--- src/core/pisd_pkg.sv ---
// Purpose: Shared constants for the event flag and pin function bank.
// Assumes: 50 MHz device clock, 16-bit register words.
// Notes: Offsets are the register indices as used on the access port.
package pisd_pkg;

   // ***********************************************************
   // Register map
   // ***********************************************************
   localparam logic [15:0] PISD_ADDR_EVENT_FLAGS = 16'h0011;
   localparam logic [15:0] PISD_ADDR_PIN_CONFIG = 16'h0012;
   localparam logic [15:0] PISD_EVENT_FLAGS_RST = 16'h8000;
   localparam logic [15:0] PISD_PIN_CONFIG_RST = 16'h6060;
   localparam int PISD_EVT_W = 6;

   // ***********************************************************
   // Field positions
   // ***********************************************************
   localparam int PISD_RESET_FLAG_BIT = 15;
   localparam int PISD_COLLISION_BIT = 5;
   localparam int PISD_PLCA_RECOVERY_BIT = 4;
   localparam int PISD_REMOTE_JABBER_BIT = 3;
   localparam int PISD_LOCAL_JABBER_BIT = 2;
   localparam int PISD_PLCA_STATE_BIT = 1;
   localparam int PISD_LINK_CHANGE_BIT = 0;
   localparam int PISD_PIN1_SLEW_BIT = 15;
   localparam int PISD_PIN1_PULL_EN_BIT = 14;
   localparam int PISD_PIN1_PULL_DN_BIT = 13;
   localparam int PISD_PIN1_FUNC_LSB = 9;
   localparam int PISD_PIN1_VALUE_BIT = 8;
   localparam int PISD_PIN0_SLEW_BIT = 7;
   localparam int PISD_PIN0_PULL_EN_BIT = 6;
   localparam int PISD_PIN0_PULL_DN_BIT = 5;
   localparam int PISD_PIN0_FUNC_LSB = 1;
   localparam int PISD_PIN0_VALUE_BIT = 0;

   // ***********************************************************
   // Pin function codes
   // ***********************************************************
   localparam logic [3:0] PISD_FN_DISABLE = 4'h0;
   localparam logic [3:0] PISD_FN_GPIO = 4'h1;
   localparam logic [3:0] PISD_FN_SFD_TX = 4'h2;
   localparam logic [3:0] PISD_FN_SFD_RX = 4'h3;
   localparam logic [3:0] PISD_FN_LED_LINK = 4'h4;
   localparam logic [3:0] PISD_FN_LED_PLCA = 4'h5;
   localparam logic [3:0] PISD_FN_LED_TX = 4'h6;
   localparam logic [3:0] PISD_FN_LED_RX = 4'h7;
   localparam logic [3:0] PISD_FN_CLOCK_OUT = 4'h8;
   localparam logic [3:0] PISD_FN_SFD_BOTH = 4'hb;
   localparam logic [3:0] PISD_FN_LED_BOTH = 4'hf;

   // ***********************************************************
   // Timing
   // ***********************************************************
   localparam int PISD_CLK_PERIOD_NS = 20;
   localparam int PISD_SFD_PULSE_NS = 160;
   localparam int PISD_SFD_PULSE_CYCLES =
      (PISD_SFD_PULSE_NS + PISD_CLK_PERIOD_NS - 1) / PISD_CLK_PERIOD_NS;

endpackage : pisd_pkg

--- src/core/pisd_pulse_stretch.sv ---
// Purpose: Widens a one-cycle frame delimiter strobe into a visible pulse.
// Assumes: Trigger is on the device clock.
// Notes: A trigger during a pulse restarts the full length.
module pisd_pulse_stretch #(
   parameter int LEN = pisd_pkg::PISD_SFD_PULSE_CYCLES
) (
   input wire logic clk_i,
   input wire logic rstn_i,
   input wire logic trig_i,
   output logic active_o
);
   import pisd_pkg::*;

   logic [7:0] cnt_reg;
   logic [7:0] cnt_next;

   // The counter is eight bits wide, so longer pulses cannot be served.
   if (LEN < 1 || LEN > 255) begin : g_len_check
      $error("pulse length out of range");
   end

   always_comb begin
      if (trig_i) begin
         cnt_next = 8'(LEN);
      end else if (cnt_reg != 8'h00) begin
         cnt_next = cnt_reg - 8'h01;
      end else begin
         cnt_next = 8'h00;
      end
   end

   always_ff @(posedge clk_i) begin
      if (!rstn_i) begin
         cnt_reg <= 8'h00;
      end else begin
         cnt_reg <= cnt_next;
      end
   end

   assign active_o = (cnt_reg != 8'h00);

endmodule : pisd_pulse_stretch

--- src/core/pisd_pin_func.sv ---
// Purpose: Selects what one general pin shows from its function code.
// Assumes: All status inputs are on the device clock.
// Notes: Purely combinational; the caller registers the result.
module pisd_pin_func (
   input wire logic [3:0] func_i,
   input wire logic value_i,
   input wire logic sfd_tx_i,
   input wire logic sfd_rx_i,
   input wire logic link_on_i,
   input wire logic plca_up_i,
   input wire logic tx_act_i,
   input wire logic rx_act_i,
   input wire logic clk_half_i,
   output logic drive_o,
   output logic level_o
);
   import pisd_pkg::*;

   logic active;

   always_comb begin
      drive_o = 1'b1;
      active = 1'b0;
      case (func_i)
         PISD_FN_SFD_TX: active = sfd_tx_i;
         PISD_FN_SFD_RX: active = sfd_rx_i;
         PISD_FN_SFD_BOTH: active = sfd_tx_i | sfd_rx_i;
         PISD_FN_LED_LINK: active = link_on_i;
         PISD_FN_LED_PLCA: active = plca_up_i;
         PISD_FN_LED_TX: active = tx_act_i;
         PISD_FN_LED_RX: active = rx_act_i;
         PISD_FN_LED_BOTH: active = tx_act_i | rx_act_i;
         PISD_FN_CLOCK_OUT: active = clk_half_i;
         PISD_FN_GPIO: active = value_i;
         default: drive_o = 1'b0;
      endcase
      // GPIO shows the value bit as is; every other function uses it as
      // the active level.
      if (func_i == PISD_FN_GPIO) begin
         level_o = value_i;
      end else begin
         level_o = value_i ? active : ~active;
      end
   end

endmodule : pisd_pin_func

--- src/core/pisd_bank.sv ---
// Purpose: Event flag register and general pin configuration register.
// Assumes: Events and register strobes come from logic on MCLK_I.
// Notes: Read data appears on the edge after the read strobe.
// Notes on behaviour
// - Event flags latch on their event and clear when the host reads them.
// - Bit 15 is set by any hardware reset; register leaves reset at 0x8000.
// - Bit 15 never raises the PHY interrupt.
// - Writing one clears bit 15; only a later reset sets it again.
// - Bit 5 latches on a physical collision.
// - Bit 4 latches on a PLCA recovery.
// - Bit 3 latches on a remote jabber fault.
// - Bit 2 latches on local jabber detection.
// - Bit 1 latches on a PLCA status change.
// - Bit 0 latches on a link status change.
// - A flag raises the interrupt only while its enable bit is one.
// - Slew bits 15 and 7 select slow edges when one; reset zero.
// - Pull enable bits 14 and 6 turn the pull on; reset one.
// - Pull direction bits 13 and 5 select pull-down when one; reset one.
// - Function code 0x0 puts the pin in high impedance; reset state.
// - Code 0x1 drives the pin with its value bit.
// - In non-GPIO functions the value bit sets polarity, one active high.
// - Code 0x2 pulses on transmit delimiter, 0x3 on receive delimiter.
// - Code 0xB pulses on a delimiter in either direction.
// - Code 0x4 lights while link is enabled and up.
// - Code 0x5 lights while PLCA status is up.
// - Codes 0x6, 0x7, 0xF show transmit, receive and both activity.
module pisd_bank (
   input wire logic MCLK_I,
   input wire logic RSTN_I,
   input wire logic [15:0] REG_ADDR_I,
   input wire logic REG_WR_I,
   input wire logic REG_RD_I,
   input wire logic [15:0] REG_WDATA_I,
   output logic [15:0] REG_RDATA_O,
   input wire logic EVT_COLLISION_I,
   input wire logic EVT_PLCA_RECOVERY_I,
   input wire logic EVT_REMOTE_JABBER_I,
   input wire logic EVT_LOCAL_JABBER_I,
   input wire logic EVT_PLCA_STATE_I,
   input wire logic EVT_LINK_CHANGE_I,
   input wire logic [pisd_pkg::PISD_EVT_W-1:0] IRQ_ENABLE_I,
   output logic PHY_INTERRUPT_O,
   input wire logic SFD_TX_I,
   input wire logic SFD_RX_I,
   input wire logic LINK_ENABLE_I,
   input wire logic LINK_UP_I,
   input wire logic PLCA_UP_I,
   input wire logic TX_ACTIVE_I,
   input wire logic RX_ACTIVE_I,
   output logic [1:0] PIN_OUT_O,
   output logic [1:0] PIN_OE_O,
   output logic [1:0] PIN_SLEW_SLOW_O,
   output logic [1:0] PIN_PULL_EN_O,
   output logic [1:0] PIN_PULL_DOWN_O
);
   import pisd_pkg::*;

   // ***********************************************************
   // Register access
   // ***********************************************************
   logic [15:0] event_flags_reg;
   logic [15:0] event_flags_next;
   logic [15:0] pin_config_reg;
   logic [15:0] pin_config_next;
   logic [15:0] rdata_reg;
   logic [15:0] rdata_next;
   logic irq_reg;
   logic irq_next;
   logic [PISD_EVT_W-1:0] event_in;
   logic flags_read;
   logic flags_write;
   logic config_write;

   assign event_in[PISD_COLLISION_BIT] = EVT_COLLISION_I;
   assign event_in[PISD_PLCA_RECOVERY_BIT] = EVT_PLCA_RECOVERY_I;
   assign event_in[PISD_REMOTE_JABBER_BIT] = EVT_REMOTE_JABBER_I;
   assign event_in[PISD_LOCAL_JABBER_BIT] = EVT_LOCAL_JABBER_I;
   assign event_in[PISD_PLCA_STATE_BIT] = EVT_PLCA_STATE_I;
   assign event_in[PISD_LINK_CHANGE_BIT] = EVT_LINK_CHANGE_I;

   assign flags_read = REG_RD_I && (REG_ADDR_I == PISD_ADDR_EVENT_FLAGS);
   assign flags_write = REG_WR_I && (REG_ADDR_I == PISD_ADDR_EVENT_FLAGS);
   assign config_write = REG_WR_I && (REG_ADDR_I == PISD_ADDR_PIN_CONFIG);

   always_comb begin
      event_flags_next = event_flags_reg;
      // An event in the cycle of the read is kept, so none is lost.
      if (flags_read) begin
         event_flags_next[PISD_EVT_W-1:0] = '0;
      end
      event_flags_next[PISD_EVT_W-1:0] =
         event_flags_next[PISD_EVT_W-1:0] | event_in;
      // The reset flag has no set path besides reset itself.
      if (flags_write && REG_WDATA_I[PISD_RESET_FLAG_BIT]) begin
         event_flags_next[PISD_RESET_FLAG_BIT] = 1'b0;
      end
      event_flags_next[14:PISD_EVT_W] = '0;
   end

   always_comb begin
      pin_config_next = pin_config_reg;
      if (config_write) begin
         pin_config_next = REG_WDATA_I;
      end
   end

   always_comb begin
      rdata_next = rdata_reg;
      if (REG_RD_I) begin
         case (REG_ADDR_I)
            PISD_ADDR_EVENT_FLAGS: rdata_next = event_flags_reg;
            PISD_ADDR_PIN_CONFIG: rdata_next = pin_config_reg;
            default: rdata_next = 16'h0000;
         endcase
      end
   end

   // Only the six event flags reach the interrupt; bit 15 is left out.
   assign irq_next =
      |(event_flags_reg[PISD_EVT_W-1:0] & IRQ_ENABLE_I);

   always_ff @(posedge MCLK_I) begin
      if (!RSTN_I) begin
         event_flags_reg <= PISD_EVENT_FLAGS_RST;
         pin_config_reg <= PISD_PIN_CONFIG_RST;
         rdata_reg <= 16'h0000;
         irq_reg <= 1'b0;
      end else begin
         event_flags_reg <= event_flags_next;
         pin_config_reg <= pin_config_next;
         rdata_reg <= rdata_next;
         irq_reg <= irq_next;
      end
   end

   assign REG_RDATA_O = rdata_reg;
   assign PHY_INTERRUPT_O = irq_reg;

   // ***********************************************************
   // Pin configuration fields
   // ***********************************************************
   logic [3:0] pin1_function_select;
   logic [3:0] pin0_function_select;
   logic pin1_value_polarity;
   logic pin0_value_polarity;
   logic [3:0] func_sel [2];
   logic [1:0] value_sel;

   assign pin1_function_select =
      pin_config_reg[PISD_PIN1_FUNC_LSB+:4];
   assign pin0_function_select =
      pin_config_reg[PISD_PIN0_FUNC_LSB+:4];
   assign pin1_value_polarity = pin_config_reg[PISD_PIN1_VALUE_BIT];
   assign pin0_value_polarity = pin_config_reg[PISD_PIN0_VALUE_BIT];
   assign func_sel[0] = pin0_function_select;
   assign func_sel[1] = pin1_function_select;
   assign value_sel = {pin1_value_polarity, pin0_value_polarity};

   assign PIN_SLEW_SLOW_O = {pin_config_reg[PISD_PIN1_SLEW_BIT],
      pin_config_reg[PISD_PIN0_SLEW_BIT]};
   assign PIN_PULL_EN_O = {pin_config_reg[PISD_PIN1_PULL_EN_BIT],
      pin_config_reg[PISD_PIN0_PULL_EN_BIT]};
   // The direction is only meaningful while the pull is on.
   assign PIN_PULL_DOWN_O = {pin_config_reg[PISD_PIN1_PULL_DN_BIT],
      pin_config_reg[PISD_PIN0_PULL_DN_BIT]};

   // ***********************************************************
   // Pin drivers
   // ***********************************************************
   logic sfd_tx_act;
   logic sfd_rx_act;
   logic clk_half_reg;
   logic clk_half_next;
   logic [1:0] pin_out_reg;
   logic [1:0] pin_out_next;
   logic [1:0] pin_oe_reg;
   logic [1:0] pin_oe_next;
   logic [1:0] drive;
   logic [1:0] level;

   // Delimiter strobes last one cycle, too short to see on a pin.
   pisd_pulse_stretch #(
      .LEN(PISD_SFD_PULSE_CYCLES)
   ) u_sfd_tx (
      .clk_i(MCLK_I),
      .rstn_i(RSTN_I),
      .trig_i(SFD_TX_I),
      .active_o(sfd_tx_act)
   );

   pisd_pulse_stretch #(
      .LEN(PISD_SFD_PULSE_CYCLES)
   ) u_sfd_rx (
      .clk_i(MCLK_I),
      .rstn_i(RSTN_I),
      .trig_i(SFD_RX_I),
      .active_o(sfd_rx_act)
   );

   // Half the device clock, used by the clock output function.
   assign clk_half_next = ~clk_half_reg;

   for (genvar g = 0; g < 2; g++) begin : g_pin
      pisd_pin_func u_func (
         .func_i(func_sel[g]),
         .value_i(value_sel[g]),
         .sfd_tx_i(sfd_tx_act),
         .sfd_rx_i(sfd_rx_act),
         .link_on_i(LINK_ENABLE_I & LINK_UP_I),
         .plca_up_i(PLCA_UP_I),
         .tx_act_i(TX_ACTIVE_I),
         .rx_act_i(RX_ACTIVE_I),
         .clk_half_i(clk_half_reg),
         .drive_o(drive[g]),
         .level_o(level[g])
      );
   end

   assign pin_oe_next = drive;
   // A pin that is not driven shows zero on its data output.
   assign pin_out_next = drive & level;

   always_ff @(posedge MCLK_I) begin
      if (!RSTN_I) begin
         clk_half_reg <= 1'b0;
         pin_out_reg <= 2'b00;
         pin_oe_reg <= 2'b00;
      end else begin
         clk_half_reg <= clk_half_next;
         pin_out_reg <= pin_out_next;
         pin_oe_reg <= pin_oe_next;
      end
   end

   assign PIN_OUT_O = pin_out_reg;
   assign PIN_OE_O = pin_oe_reg;
endmodule : pisd_bank

--- config.mk ---
export PLATFORM = sky130hd
export DESIGN_NAME = pisd_bank
export DESIGN_NICKNAME = d
export VERILOG_FILES = /design/src/core/pisd_pkg.sv /design/src/core/pisd_pulse_stretch.sv /design/src/core/pisd_pin_func.sv /design/src/core/pisd_bank.sv
export SDC_FILE = /design/constraint.sdc
export NUM_CORES = 1
export LEC_CHECK = 0
export BUFFER_PORTS_ARGS = -buffer_cell sky130_fd_sc_hd__buf_2
export CAP_MARGIN = 20
export CORE_ASPECT_RATIO = 0.7
export CORE_MARGIN = 8
export CORE_UTILIZATION = 51
export DETAILED_ROUTE_END_ITERATION = 10
export MAX_ROUTING_LAYER = met4
export PLACE_DENSITY = 0.8
export SETUP_SLACK_MARGIN = 0.05
export SYNTH_ARGS = -nofsm -noshare
export SYNTH_HDL_FRONTEND = slang
export SYNTH_SLANG_ARGS = --single-unit
--- constraint.sdc ---
create_clock -name MCLK_I -period 2.17 [get_ports MCLK_I]
set_clock_uncertainty 0.05 [all_clocks]
set_input_delay 0.5425 -clock MCLK_I [delete_from_list [all_inputs] [get_ports MCLK_I]]
set_output_delay 0.5425 -clock MCLK_I [all_outputs]
set_load 0.005 [all_outputs]
**After elaboration in Yosys (flattened, before gate mapping)**

Cells that the tools add are included.

- Mux-type cells: 14
- Add/subtract/negate cells: 2
- Bitwise gates (word level): 12
- Equality and inequality tests: 22
- Reduce and logical (&&, ||, !) cells: 11

Operators by type and width:

| operator | number |
|---|---|
| $eq A16 B5 Y1 const B | 2 |
| $eq A4 B3 Y1 const B | 8 |
| $pmux W16 S2 | 1 |
| $eq A4 B4 Y1 const B | 6 |
| $pmux W1 S10 | 2 |
| $reduce_or A10 Y1 | 2 |
| $eq A4 B2 Y1 const B | 4 |
| $mux W4 | 4 |
| $reduce_bool A8 Y1 | 2 |
| $sub A8 B1 Y8 const B | 2 |
| $eq A4 B1 Y1 const B | 2 |
| $and A6 B6 Y6 | 1 |
| $mux W1 | 6 |
| $mux W6 | 1 |
| $not A1 Y1 | 6 |
| $or A6 B6 Y6 | 1 |
| $reduce_or A3 Y1 | 2 |
| $reduce_or A6 Y1 | 1 |
| $logic_and A1 B1 Y1 | 4 |
| $and A2 B2 Y2 | 1 |
| $or A1 B1 Y1 | 2 |
| $and A1 B1 Y1 | 1 |

- Flip-flop bits (word level): 70
- Input bits: 55
- Output and inout port bits: 27
- Logic and storage cells: 74

**Depth between registers and ports, before layout**

- Depth in word-level cells: 7
- Mapped depth: 7
- Gate-level depth less buffers: 7

**Cells and area by module**

Synthesis repeated with hierarchy kept, for this count alone.

- Cell total of the unflattened synthesis: 339
- Area total of the unflattened synthesis: 2952.8 sq um

By module, submodules not included:

| module | area each (sq um) | times used | seq. area each (sq um) | cells an instance |
|---|---|---|---|---|
| pisd_bank | 1844.3 | 1 | 900.9 | 209 |
| pisd_pulse_stretch | 391.6 | 2 | 160.2 | 41 |
| pisd_pin_func | 162.7 | 2 | 0.0 | 24 |

**Worst setup path before layout**

No wires, ideal clock.

- Path kind: input to register
- Start point: input port REG_ADDR_I[2]
- End point: register pin_config_reg[13]
- Stages on the path: 7
- Arrival: 1825 ps
- Slack: 166 ps
- Buffers on the path: 2
- Cells stage by stage: nor4b_1 and4_1 clkbuf_1 nand3_2 buf_2 mux2i_1 nand2_1

- Longest elaborated chain between the ends: 2

Ends and longest elaborated chain:

| element | RTL line | RTL |
|---|---|---|
| start, declared | pisd_bank.sv:30 | `input wire logic [15:0] REG_ADDR_I,` |
| $eq A16 B5 Y1 | pisd_bank.sv:83 | `assign config_write = REG_WR_I && (REG_ADDR_I == PISD_ADDR_PIN_CONFIG);` |
| $logic_and A1 B1 Y1 | pisd_bank.sv:83 |  |
| end signal, assigned | pisd_bank.sv:130 | `pin_config_reg <= pin_config_next;` |
| end, declared | pisd_bank.sv:63 | `logic [15:0] pin_config_reg;` |

Every way passes these cells.
A chain may end at the register's enable or synchronous reset.

**Worst setup path after layout**

- Start point: register u_sfd_tx.cnt_reg[0]
- End point: register pin_out_reg[1], in the netlist PIN_OUT_O[1]

- Longest elaborated chain between the ends: 7

Ends and longest elaborated chain:

| element | RTL line | RTL |
|---|---|---|
| start, declared | pisd_pulse_stretch.sv:14 | `logic [7:0] cnt_reg;` |
| start signal, assigned | pisd_pulse_stretch.sv:36 | `cnt_reg <= cnt_next;` |
| $reduce_bool A8 Y1 * | pisd_pulse_stretch.sv:40 | `assign active_o = (cnt_reg != 8'h00);` |
| $or A1 B1 Y1 | pisd_pin_func.sv:27 | `PISD_FN_SFD_BOTH: active = sfd_tx_i \| sfd_rx_i;` |
| $pmux W1 S10 * | pisd_pin_func.sv:24 | `case (func_i)` |
| $not A1 Y1 | pisd_pin_func.sv:42 | `level_o = value_i ? active : ~active;` |
| $mux W1 * | pisd_pin_func.sv:42 |  |
| $mux W1 * | pisd_pin_func.sv:39 | `if (func_i == PISD_FN_GPIO) begin` |
| $and A2 B2 Y2 * | pisd_bank.sv:221 | `assign pin_out_next = drive & level;` |
| end signal, assigned | pisd_bank.sv:230 | `pin_out_reg <= pin_out_next;` |
| end, declared | pisd_bank.sv:174 | `logic [1:0] pin_out_reg;` |

Every way passes the cells marked *; elsewhere a longest branch is shown, timed or not.

==> flow_metrics.env <==
export IMPL_fin_area_sq_um=3330
export IMPL_cpMaxStageDelayCell="a2111oi_1"
export IMPL_drtIter0Drc=116
export IMPL_yosysMostFrequentCell="dfxtp_1"
export IMPL_first_global_vias=2435
export IMPL_period_minus_slack_ps=1950
export IMPL_cts_sinks=61
export IMPL_cp_num_cells=7
export IMPL_start_util_pct=51.7
export IMPL_status="finished clean"
export IMPL_rsz0062_at_grt="false"
export IMPL_power_density_nw_per_um2=856
export IMPL_wl_per_cell_um=14.8
export IMPL_synth_area_leaders="dfxtp_1 46%, nor2_1 7.6%, mux2i_1 6.8%, a21oi_1 4.3%, nand2_1 3.2%"
export IMPL_maxSlewHeadroom_pct=58.0
export IMPL_clk_pin_slew_ps=70
export IMPL_fin_cells=464
export IMPL_switching_share_pct=28.1
export IMPL_ys_seq_elements=61
export IMPL_cts_buffers=9
export IMPL_path_max_fanout=5
export IMPL_pwr_share_seq_pct=45.1
export IMPL_cts_max_level=3
export IMPL_rr_worst_depth=7
export IMPL_fin_worst_hold_slack_ps=354
export IMPL_synth_top_area_share_pct=45.9
export IMPL_fmax_mhz=513
export IMPL_worst_pin_slew_ps=629
export IMPL_async_flop_share_pct=0
export IMPL_syn_to_final_growth_pct=25.0
export IMPL_finish_utilization_pct=64.7
export IMPL_slew_viol_final=0
export IMPL_synth_cell_types=45
export IMPL_ir_drop_mv=0.433
export IMPL_reg2reg_from="u_sfd_tx.cnt_reg[0]$_SDFF_PP0_"
export IMPL_grt_total_usage_pct=19.0
export IMPL_core_area_sq_um=5150
export IMPL_clk_latency_ps=340
export IMPL_hold_path_startpoint="REG_WDATA_I[13]"
export IMPL_critPathLaunchType="flip-flop"
export IMPL_postCtsSetupRepairBufs=0
export IMPL_max_cap_viol_count=0
export IMPL_hold_class="in2reg"
export IMPL_vias=2423
export IMPL_yosys_area_top_type="dfxtp_1"
export IMPL_synthTopCellsByCount="61 x dfxtp_1, 54 x nor2_1, 23 x a21oi_1, 23 x nand2_1"
export IMPL_grt_ovfl_total=0
export IMPL_power_frac_comb_pct=20.4
export IMPL_crit_family="compound AO/OA/AOI/OAI gates"
export IMPL_synthesis_nets=367
export IMPL_crit_buf_inv=1
export IMPL_yosysWarnings=0
export IMPL_cts_buffer_depth=2
export IMPL_tritoncts="done"
export IMPL_dp_hpwl_mm=5.12
export IMPL_dieWidth_um=102
export IMPL_port_buffer_count=81
export IMPL_grt_max_degree=19
export IMPL_hold_depth=3
export IMPL_grt_first_pass_wirelength_mm=11.4
export IMPL_finalCritPeriodShare_pct=89.9
export IMPL_gp_congestion=0.855
export IMPL_crit_chain="inv_1 > ha_1 > or3b_4 > nor2_1 > a2111oi_1 > nor4_4 > mux2i_1"
export IMPL_path_class="reg2reg"
export IMPL_ioPinCount=82
export IMPL_setup_violations=0
export IMPL_min_to="pin_config_reg[13]$_SDFFE_PN1P_"
export IMPL_synth_edf_count=0
export IMPL_drc_errors=0
export IMPL_dpl_instance_area_sq_um=3130
export IMPL_avgSynthCellArea_sq_um=8.64
export IMPL_power_leakage_nw=1.55
export IMPL_final_nets=446
export IMPL_switching_power_w=0.000800
export IMPL_arrival_ps=2130
export IMPL_max_stage_delay_ps=630
export IMPL_antenna_found_initial=0
export IMPL_drive_above_1_share_pct=28.3
export IMPL_vias_per_cell=5.22
export IMPL_r2r_slack_ps=220
export IMPL_power_share_clock_pct=34.5
export IMPL_hold_viol=0
export IMPL_p_int_w=0.00205
export IMPL_critical_path_required_ps=2350
export IMPL_die_area_sq_um=7830
export IMPL_cts_hold_buf=0
export IMPL_drtPass1Iterations=5
export IMPL_ys_seq_area_share_pct=45.9
export IMPL_dp_cells=448
export IMPL_root_buffer="clkbuf_8"
export IMPL_finalSetupTns_ps=0
export IMPL_diodes=0
export IMPL_die_h_um=76.5
export IMPL_num_fill_cells=468
export IMPL_crit_path_end_kind="flip-flop"
export IMPL_r2r_end="PIN_OUT_O[1]$_SDFF_PN0_"
export IMPL_rows=22
export IMPL_synth_cells=308
export IMPL_cts_resized=0
export IMPL_drtAntennaViolNets=0
export IMPL_yosys_most_used_dff="dfxtp_1"
export IMPL_routed_wl_mm=6.87
export IMPL_netlist_area_sq_um=2660
[power groups by stage]
stage               sequential, W  clock, W  combinational [W]
floorplan                 0.00129         0           0.000432
global placement          0.00130         0           0.000550
detailed placement        0.00130         0           0.000567
CTS                       0.00128   0.00100           0.000569
global route              0.00129   0.00106           0.000648
finish                    0.00129  0.000983           0.000581
[per-layer routing]
layer  part of all wire, %  vias up  global-route usage (%)
li1                      -     1220                       -
met1                    45     1104                    23.0
met2                    45       87                    27.4
met3                   8.1       12                    5.93
met4                   1.8        0                    9.49
met5                     0        -                       -
[cells in the final DEF, fill, tap and decap left out, types with 2 or more instances in the layout]
cell type	count
a21oi_1	23
a22oi_1	10
a31oi_1	2
and3_1	2
buf_2	81
buf_4	7
clkbuf_8	10
clkinv_2	4
dfxtp_1	60
ha_1	4
inv_1	8
mux2i_1	18
nand2_1	23
nand2b_1	4
nand3_1	6
nor2_1	54
nor2b_1	12
nor3_1	3
nor4_1	6
o21a_1	2
o21ai_0	11
o32ai_1	2
or3_1	5
xnor2_1	6
xor2_1	4
[metrics by stage]
step	power (W)	worst slack, ps
final	0.00285	219
after global placement	0.00185	216
after global routing	0.00300	81.2
after detailed placement	0.00187	102
after floorplan	0.00172	166
after CTS	0.00285	131
[tightest hold or removal path: stages]
cell and delay (ps):
buf_2 70, mux2i_1 50, nand2_1 50
[cells by family after synthesis]
| logic type | synth area share, % |
|---|---|
| multiplexers | 6.77 |
| XOR/XNOR | 3.29 |
| AND/OR/NAND/NOR | 24.7 |
| flip-flops | 45.9 |
| buffers and inverters | 4.04 |
| AO/OA/AOI/OAI | 13.4 |
| adder cells (fa/ha/maj) | 1.88 |
[worst max-delay path by stage]
stage                                               from                         endpoint  slack, ps
after global routing      u_sfd_tx.cnt_reg[1]$_SDFF_PP0_          PIN_OUT_O[1]$_SDFF_PN0_         80
after global placement    u_sfd_tx.cnt_reg[0]$_SDFF_PP0_          PIN_OUT_O[1]$_SDFF_PN0_        220
final                     u_sfd_tx.cnt_reg[0]$_SDFF_PP0_          PIN_OUT_O[1]$_SDFF_PN0_        220
after detailed placement                   REG_ADDR_I[2]      REG_RDATA_O[6]$_SDFFE_PN0P_        100
after CTS                 u_sfd_tx.cnt_reg[0]$_SDFF_PP0_          PIN_OUT_O[1]$_SDFF_PN0_        130
after floorplan                            REG_ADDR_I[2]  pin_config_reg[13]$_SDFFE_PN1P_        170
[layout make-up]
class / instances / area [sq um] / area share, %
repair buffers: 88 / 458 / 13.8
flip-flops and latches: 61 / 1220 / 36.7
multi-input cells: 219 / 1340 / 40.2
clock inverters: 5 / 50.0 / 1.50
inverters: 8 / 30.0 / 0.902
well taps: 72 / 90.1 / 2.71
clock buffers: 11 / 141 / 4.25
Note: power is estimated with default switching activity, not from simulation.
